### config.mk
export PLATFORM = sky130hd
export DESIGN_NAME = srrs_status_regs
export DESIGN_NICKNAME = d
export VERILOG_FILES = /design/src/common/srrs_pkg.sv /design/src/rtl/srrs_delta_detect.sv /design/src/rtl/srrs_status_regs.sv
export SDC_FILE = /design/constraint.sdc
export NUM_CORES = 1
export LEC_CHECK = 0
export ABC_AREA = 1
export BUFFER_PORTS_ARGS = -buffer_cell sky130_fd_sc_hd__buf_2
export CAP_MARGIN = 30
export CORE_ASPECT_RATIO = 0.9
export CORE_MARGIN = 8
export CORE_UTILIZATION = 40
export CTS_CLUSTER_DIAMETER = 30
export DETAILED_ROUTE_END_ITERATION = 8
export PLACE_DENSITY = 0.74
export SLEW_MARGIN = 30
export SYNTH_ARGS = -nofsm -noshare
export SYNTH_HDL_FRONTEND = slang
export SYNTH_SLANG_ARGS = --single-unit
### constraint.sdc
create_clock -name mclk -period 0.95 [get_ports mclk]
set_input_delay 0.19 -clock mclk [delete_from_list [all_inputs] [get_ports mclk]]
set_output_delay 0.19 -clock mclk [all_outputs]
set_load 0.005 [all_outputs]
### src/common/srrs_pkg.sv
// Package of constants and types for the serial redirect status registers
// Function
// RQ1: RX FIFO error zero, else follows break
// RQ2: Transmitter empty mirrors holding empty
// RQ3: Mode switch sets holding empty
// RQ4: Holding empty only while firmware enables path
// RQ5: Non-FIFO: host write clears, firmware read sets
// RQ6: FIFO: holding empty tracks TX FIFO empty
// RQ7: Line status read clears break
// RQ8: Firmware break flag sets break
// RQ9: Framing and parity bits read zero
// RQ10: Firmware sets overrun; status read clears
// RQ11: Non-FIFO: firmware write sets, host read clears
// RQ12: FIFO: data ready tracks RX FIFO nonempty
// RQ13: Reset or D3 to D0 zeroes registers
// RQ14: Loopback maps control bits to status
// RQ15: Carrier change sets delta carrier
// RQ16: Ring falling edge sets trailing flag
// RQ17: Set-ready change sets delta flag
// RQ18: Clear-send change sets delta flag
// RQ19: Modem status read clears delta flags
// RQ20: Scratch is plain 8-bit store
// RQ21: Control bit 4 selects loopback
// RQ22: FIFO control bit 0 selects FIFO mode
// RQ23: Outside loopback show firmware modem lines
package srrs_pkg;
  // ----------------------------------------------------------------
  // Register offsets
  // ----------------------------------------------------------------
  localparam logic [2:0] OFS_DATA = 3'h0;
  localparam logic [2:0] OFS_MODEM_CONTROL = 3'h4;
  localparam logic [2:0] OFS_LINE_STATUS = 3'h5;
  localparam logic [2:0] OFS_MODEM_STATUS = 3'h6;
  localparam logic [2:0] OFS_SCRATCH = 3'h7;
  // ----------------------------------------------------------------
  // Field positions and reset values
  // ----------------------------------------------------------------
  localparam int LOOPBACK_SELECT_BIT = 4;
  localparam int FIFO_MODE_SELECT_BIT = 0;
  localparam logic [7:0] REG_RESET = 8'h00;
  // Host access strobe group
  typedef struct packed {
    logic rd;
    logic wr;
    logic [2:0] addr;
    logic [7:0] wdata;
  } srrs_host_s;
  // Firmware event group, all one-cycle strobes except path enable and lines
  typedef struct packed {
    logic rxWrite;
    logic txRead;
    logic fifoBreakSet;
    logic bufferBreakAssert;
    logic overrunSet;
    logic txPathEnable;
    logic [3:0] modemLines;
  } srrs_fw_s;
endpackage : srrs_pkg

### src/rtl/srrs_delta_detect.sv
// Change detector for the four emulated modem input lines
`timescale 1ns/1ps
module srrs_delta_detect (
  input wire logic mclk,
  input wire logic rst,
  input wire logic [3:0] lines,
  input wire logic clearAll,
  output logic [3:0] deltas
);
  import srrs_pkg::*;
  // ----------------------------------------------------------------
  // Previous line values and sticky deltas
  // ----------------------------------------------------------------
  logic [3:0] prev_q; // Lines one cycle ago
  logic [3:0] delta_q; // Sticky flags
  wire [3:0] chg = lines ^ prev_q; // Any change
  // Bit 2 is ring: falling edge only
  wire [3:0] evt = {chg[3], prev_q[2] & ~lines[2], chg[1], chg[0]}; // RQ16
  // Sticky; set wins over a read clear in the same cycle
  always_ff @(posedge mclk) begin
    if (rst) begin
      prev_q <= 4'h0;
      delta_q <= 4'h0;
    end else begin
      prev_q <= lines;
      delta_q <= (clearAll ? 4'h0 : delta_q) | evt; // RQ15 RQ17 RQ18 RQ19
    end
  end
  assign deltas = delta_q;
endmodule : srrs_delta_detect

### src/rtl/srrs_status_regs.sv
// Line status, modem status and scratch registers of the console port
`timescale 1ns/1ps
module srrs_status_regs #(
  parameter int TX_FIFO_DEPTH = 16, // Firmware-side FIFO depth
  parameter int RX_FIFO_DEPTH = 16
) (
  input wire logic mclk,
  input wire logic rst,
  input wire logic d3ToD0, // Power state return strobe
  input wire srrs_pkg::srrs_host_s host,
  input wire srrs_pkg::srrs_fw_s fw,
  input wire logic [4:0] txFifoCount, // Bytes held in TX FIFO
  input wire logic [4:0] rxFifoCount, // Bytes held in RX FIFO
  input wire logic fifoModeIn, // FIFO control bit 0 as written
  output logic [7:0] rdata,
  output logic loopbackActive,
  output logic fifoFlush
);
  import srrs_pkg::*;
  // ----------------------------------------------------------------
  // Decode
  // ----------------------------------------------------------------
  wire clr = rst | d3ToD0; // RQ13
  wire rdLineStat = host.rd && host.addr == OFS_LINE_STATUS;
  wire rdModemStat = host.rd && host.addr == OFS_MODEM_STATUS;
  wire wrModemCtl = host.wr && host.addr == OFS_MODEM_CONTROL;
  wire wrScratch = host.wr && host.addr == OFS_SCRATCH;
  wire wrTxHold = host.wr && host.addr == OFS_DATA; // Holding write
  wire rdRxBuf = host.rd && host.addr == OFS_DATA; // Receive buffer
  // ----------------------------------------------------------------
  // State
  // ----------------------------------------------------------------
  logic [4:0] modemCtl_q; // Modem control low bits
  logic [7:0] scratch_q; // Scratch store
  logic fifo_q; // Mode seen last cycle
  logic txHoldEmpty_q; // Holding empty, before path gating
  logic rxReady_q; // Data ready
  logic brk_q; // Sticky break
  logic ovr_q; // Sticky overrun
  logic [3:0] deltas;
  wire fifoMode = fifoModeIn; // RQ22
  wire modeChg = fifoMode != fifo_q;
  assign loopbackActive = modemCtl_q[LOOPBACK_SELECT_BIT]; // RQ21
  assign fifoFlush = modeChg; // RQ22
  // Loopback: status 7..4 <= control 3,2,0,1
  wire [3:0] modemLines = loopbackActive ?
    {modemCtl_q[3], modemCtl_q[2], modemCtl_q[0], modemCtl_q[1]} :
    fw.modemLines; // RQ14 RQ23
  // ----------------------------------------------------------------
  // Flag updates
  // ----------------------------------------------------------------
  // Mode switch wins for one cycle, then the FIFO count or, in non-FIFO mode, the strobes take over
  wire txHoldEmpty_d = modeChg ? 1'h1 : // RQ3
    fifoMode ? (txFifoCount == 5'h00) : // RQ6
    fw.txRead ? 1'h1 : wrTxHold ? 1'h0 : txHoldEmpty_q; // RQ5
  wire rxReady_d = fifoMode ? (rxFifoCount != 5'h00) : // RQ12
    fw.rxWrite ? 1'h1 : rdRxBuf ? 1'h0 : rxReady_q; // RQ11
  wire brkSet = fifoMode ? fw.fifoBreakSet : fw.bufferBreakAssert; // RQ8
  // Register updates; a set in the read cycle survives the clear
  always_ff @(posedge mclk) begin
    if (clr) begin
      modemCtl_q <= 5'h00;
      scratch_q <= REG_RESET;
      fifo_q <= 1'h0;
      txHoldEmpty_q <= 1'h0;
      rxReady_q <= 1'h0;
      brk_q <= 1'h0;
      ovr_q <= 1'h0;
    end else begin
      if (wrModemCtl) modemCtl_q <= host.wdata[4:0];
      if (wrScratch) scratch_q <= host.wdata; // RQ20
      fifo_q <= fifoMode;
      txHoldEmpty_q <= txHoldEmpty_d;
      rxReady_q <= rxReady_d;
      brk_q <= brkSet | (brk_q & ~rdLineStat); // RQ7
      ovr_q <= fw.overrunSet | (ovr_q & ~rdLineStat); // RQ10
    end
  end
  srrs_delta_detect u_delta (
    .mclk(mclk),
    .rst(clr),
    .lines(modemLines),
    .clearAll(rdModemStat), // RQ19
    .deltas(deltas)
  );
  // ----------------------------------------------------------------
  // Read data
  // ----------------------------------------------------------------
  // Holding empty is hidden while firmware keeps the path off
  wire txHoldVis = txHoldEmpty_q & fw.txPathEnable; // RQ4
  wire [7:0] lineStat = {fifoMode & brk_q, txHoldVis, txHoldVis, // RQ1 RQ2
    brk_q, 2'h0, ovr_q, rxReady_q}; // RQ9
  wire [7:0] modemStat = {modemLines, deltas};
  // Read data register; holds until the next host read
  always_ff @(posedge mclk) begin
    if (clr) rdata <= REG_RESET;
    else if (rdLineStat) rdata <= lineStat;
    else if (rdModemStat) rdata <= modemStat;
    else if (host.rd && host.addr == OFS_SCRATCH) rdata <= scratch_q;
    else if (host.rd && host.addr == OFS_MODEM_CONTROL)
      rdata <= {3'h0, modemCtl_q};
    else if (host.rd) rdata <= 8'h00;
  end
  // ----------------------------------------------------------------
  // Checks
  // ----------------------------------------------------------------
  brk_clr_a: assert property (@(posedge mclk) disable iff (clr) // RQ7
    rdLineStat && !brkSet |=> !brk_q) else $error("break not cleared");
  ovr_clr_a: assert property (@(posedge mclk) disable iff (clr) // RQ10
    rdLineStat && !fw.overrunSet |=> !ovr_q) else $error("overrun kept");
  tx_empty_a: assert property (@(posedge mclk) lineStat[6] == lineStat[5])
    else $error("transmitter empty differs"); // RQ2
  mode_hold_a: assert property (@(posedge mclk) disable iff (clr) // RQ3
    modeChg |=> txHoldEmpty_q) else $error("holding empty not set");
  rxerr_a: assert property (@(posedge mclk) !fifoMode |-> !lineStat[7])
    else $error("rx error in non fifo"); // RQ1
  delta_clr_a: assert property (@(posedge mclk) disable iff (clr) // RQ19
    rdModemStat && $stable(modemLines) |=> deltas == 4'h0)
    else $error("delta");
  loop_map_a: assert property (@(posedge mclk) // RQ14
    loopbackActive |-> modemStat[7:4] ==
    {modemCtl_q[3:2], modemCtl_q[0], modemCtl_q[1]})
    else $error("loop map");
  ready_fifo_a: assert property (@(posedge mclk) disable iff (clr) // RQ12
    fifoMode && !modeChg |=> rxReady_q == ($past(rxFifoCount) != 5'h00))
    else $error("data ready");
  brk_c: cover property (@(posedge mclk) brkSet ##1 rdLineStat);
  loop_c: cover property (@(posedge mclk) loopbackActive && deltas != 4'h0);
  mode_c: cover property (@(posedge mclk) modeChg);
endmodule : srrs_status_regs
==> run summary <==
STATUS
-------------------------------------------------------------------------------------------------
Result of the run                                                                    complete, but fails checks
Failing checks                                                                       setup timing

TIMING
-------------------------------------------------------------------------------------------------
Setup TNS Final                                                                           -455 ps
Max-slew violations                                                                             0
Highest Clock Rate                                                                        941 MHz
Worst-case setup margin in the final layout                                               -112 ps
Final clock period utilization by the worst path                                             1.12
Endpoints failing hold                                                                          0
Final-layout worst hold slack                                                              126 ps
RSZ-0062 raised after global routing                                                         true
Number of failing setup endpoints in the final timing report                                    8
Time the final worst path needs with I/O delays and setup                                 1060 ps
Measured slew at the worst slew-check pin                                                  233 ps
Skew final                                                                                4.81 ps
Headroom to the max-slew limit                                                              0.844

GLOBAL ROUTE
-------------------------------------------------------------------------------------------------
Overall overflow remaining after global route                                                   0
Met2 capacity usage during global routing                                                   0.222
GRT Overall Usage                                                                           0.143
Routing usage on met3                                                                      0.0652
GR Layer Usage met1                                                                         0.172
Antenna violations before repair                                                                0
Vias in the first global route                                                               1477
Highest-utilization routing layer at the global route stage                                  met2
First-pass GRT wire length                                                                6580 um
Maximum number of pins on one net before global-route repair                                   13

ROUTE
-------------------------------------------------------------------------------------------------
Residual DRC count                                                                              0
ANT nets after route                                                                            0
Via count                                                                                    1588
Avg WL per Cell                                                                           12.8 um
Initial DRC Count                                                                              66
Wirelength, routed                                                                        4220 um
Average via count per standard cell                                                          4.81
First drt pass iteration count                                                                  4

CLOCKING
-------------------------------------------------------------------------------------------------
Clock tree from TritonCTS                                                                   built
Insertion delay to the later sink of the worst-skew pair                                   290 ps
# H-tree levels                                                                                 2
Cell at the root of the clock tree                                                       clkbuf_8
CTS Sinks                                                                                      34
Maximum root-to-sink buffer count                                                               2
Number of clock buffers inserted by TritonCTS                                                   5
Clock-pin slew of the registers on the worst-case setup and hold paths                      60 ps

POWER
-------------------------------------------------------------------------------------------------
Worst voltage drop across the vdd grid                                                   0.858 mV
Power density cells                                                                   1390 mW/mm2
Leakage power total                                                                   0.000996 uW

FINISH
-------------------------------------------------------------------------------------------------
Most frequent cells in the layout                                                    nor2_1 (46), buf_2 (45), nand2_1 (34)
Most common cell after layout, fill and taps aside                                         nor2_1
Layout overhead on the synthesized area                                                     41.8%
Fillers                                                                                       328
Total Nets Final                                                                              320
Fraction of layout cells with a size suffix above 1                                         0.394
Area used by sequential logic in the layout                                               694 um2
Final non-filler cell area                                                            0.00213 mm2
Antenna diode instance count                                                                    0
Total area of multi-input combinational cells                                             825 um2

SETUP PATH
-------------------------------------------------------------------------------------------------
Nature of the critical path endpoint                                                 primary output
Maximum fanout along the worst path                                                             2
Delay of the slowest cell on the worst path                                                330 ps
Critical path data required time                                                           760 ps
Delay-heaviest family, CP                                                              flip-flops
Crit path kind                                                                         reg -> out
Buffering stage count on the worst path with inverters included                                 1
Startpoint class of the critical path                                                        flop
Data arrival at the endpoint of the critical path                                          870 ps
Cell at the slowest stage of the critical path                                            dfxtp_2
Critical path, cell by cell                                                          xor2_1, buf_2

LOGIC SYNTHESIS
-------------------------------------------------------------------------------------------------
Average instance area after synthesis                                                    6.87 um2
Register bit count reported by yosys                                                           34
Gate count after technology mapping                                                           219
Warnings, synthesis                                                                             0
Number of distinct library cell variants in the gate-level netlist after synthesis             23
Post-synthesis sequential area ratio                                                        0.453
Syn Std Cell Area                                                                     0.00150 mm2
Net count of the mapped netlist                                                               256

PLACEMENT
-------------------------------------------------------------------------------------------------
HPWL after detailed placement                                                             3200 um
Number of I/O port buffers                                                                     46
RD Place Congestion                                                                         0.879
DP Worst Slack                                                                            -249 ps
Standard cell area after detailed placement                                           0.00188 mm2

DIE
-------------------------------------------------------------------------------------------------
Initial cell density of the core                                                            0.412
Row count                                                                                      21
Number of top-level pins                                                                       47
Core ar.                                                                              0.00365 mm2
Die Span Y                                                                                74.2 um
Floorplan die area                                                                    0.00598 mm2
Die width                                                                                 80.6 um

FLOW RUN
-------------------------------------------------------------------------------------------------
Max_cap viols                                                                                   0

WORST HOLD PATH
-------------------------------------------------------------------------------------------------
Hold WC Path Type                                                                       in -> reg

## cells by family after synthesis
group	after synthesis	synth area share
compound gates	44	0.150
flops	34	0.453
simple gates	109	0.304
xor+xnor	4	0.0233
buf+inv	28	0.0707
## sequential cells by signal, indices dropped and copies added, names as in the netlist, 4 cells and up
signal	count
scratch_q	8
u_delta.deltas	4
u_delta.prev_q	4
rdata	8
modemCtl_q	5
## routing by layer
| metal | up-vias | routed length, um |
|---|---|---|
| li1 | 827 | - |
| met1 | 711 | 1880 |
| met2 | 44 | 2000 |
| met3 | 6 | 300 |
| met4 | 0 | 43 |
| met5 | - | 0 |
## where the power goes
part / total (uW) / switching, uW / internal, uW
clock network: 1090 / 505 / 584
registers: 1490 / 26.2 / 1470
logic: 374 / 204 / 170
total: 2960 / 735 / 2220
## worst register-to-register path, delay by kind of cell (launching register included)
kind	cells	cell delay [ps]
flip-flops	1	400
AND/OR/NAND/NOR	4	290
buffers and inverters	2	180
AO/OA/AOI/OAI	1	130
## synthesized netlist by cell type
library cell	instances	area (um2)
a211oi_1	1	7.51
a21oi_1	14	70.1
and2_1	1	6.26
buf_2	1	5.00
clkbuf_1	5	18.8
clkinv_1	1	3.75
dfxtp_1	34	681
inv_1	19	71.3
inv_2	2	7.51
nand2_1	43	161
nand2_2	1	6.26
nand3_1	6	30.0
nand4_1	3	18.8
nor2_1	49	184
nor2_2	2	12.5
nor2_4	2	22.5
nor3_1	1	5.00
nor3_2	1	10.0
o21ai_0	23	115
o21ai_1	5	25.0
o31ai_1	1	7.51
xnor2_1	2	17.5
xor2_1	2	17.5
## layout make-up
class                      instances  area share
tap                               46      0.0270
clock buffer                       7      0.0405
sequential                        34       0.326
multi-input combinational        157       0.387
timing repair buffer              63       0.176
inverter                          22      0.0422
clock inverter                     1     0.00235
## final timing paths
| kind | start | to | slack (ps) | cells after the start |
|---|---|---|---|---|
| max | fifo_q$_SDFF_PP0_ | fifoFlush | -110 | 2 |
| min reg2reg | u_delta.prev_q[2]$_SDFF_PP0_ | u_delta.deltas[2]$_SDFF_PP0_ | 460 | 2 |
| max reg2reg | modemCtl_q[4]$_SDFFE_PP0P_ | rdata[6]$_SDFFE_PP0P_ | -110 | 7 |
| min | host[7] | scratch_q[7]$_SDFFE_PP0P_ | 130 | 3 |
## repair_timing
action | in CTS | in global routing
resized for setup | 23 | 23
setup endpoints to repair | 12 | 20
hold buffers | 0 | 0
pin swaps | 6 | 14
buffers inserted | 2 | 1
## through the flow
stage / util / total power, uW / instances
after floorplan: - / 1680 / 219
after global placement: 0.514 / 1850 / 319
after detailed placement: 0.514 / 1850 / 319
after CTS: 0.562 / 2940 / 329
after global routing: 0.584 / 3070 / 330
final: 0.584 / 2960 / 330
(Power assumes the default switching activity.)
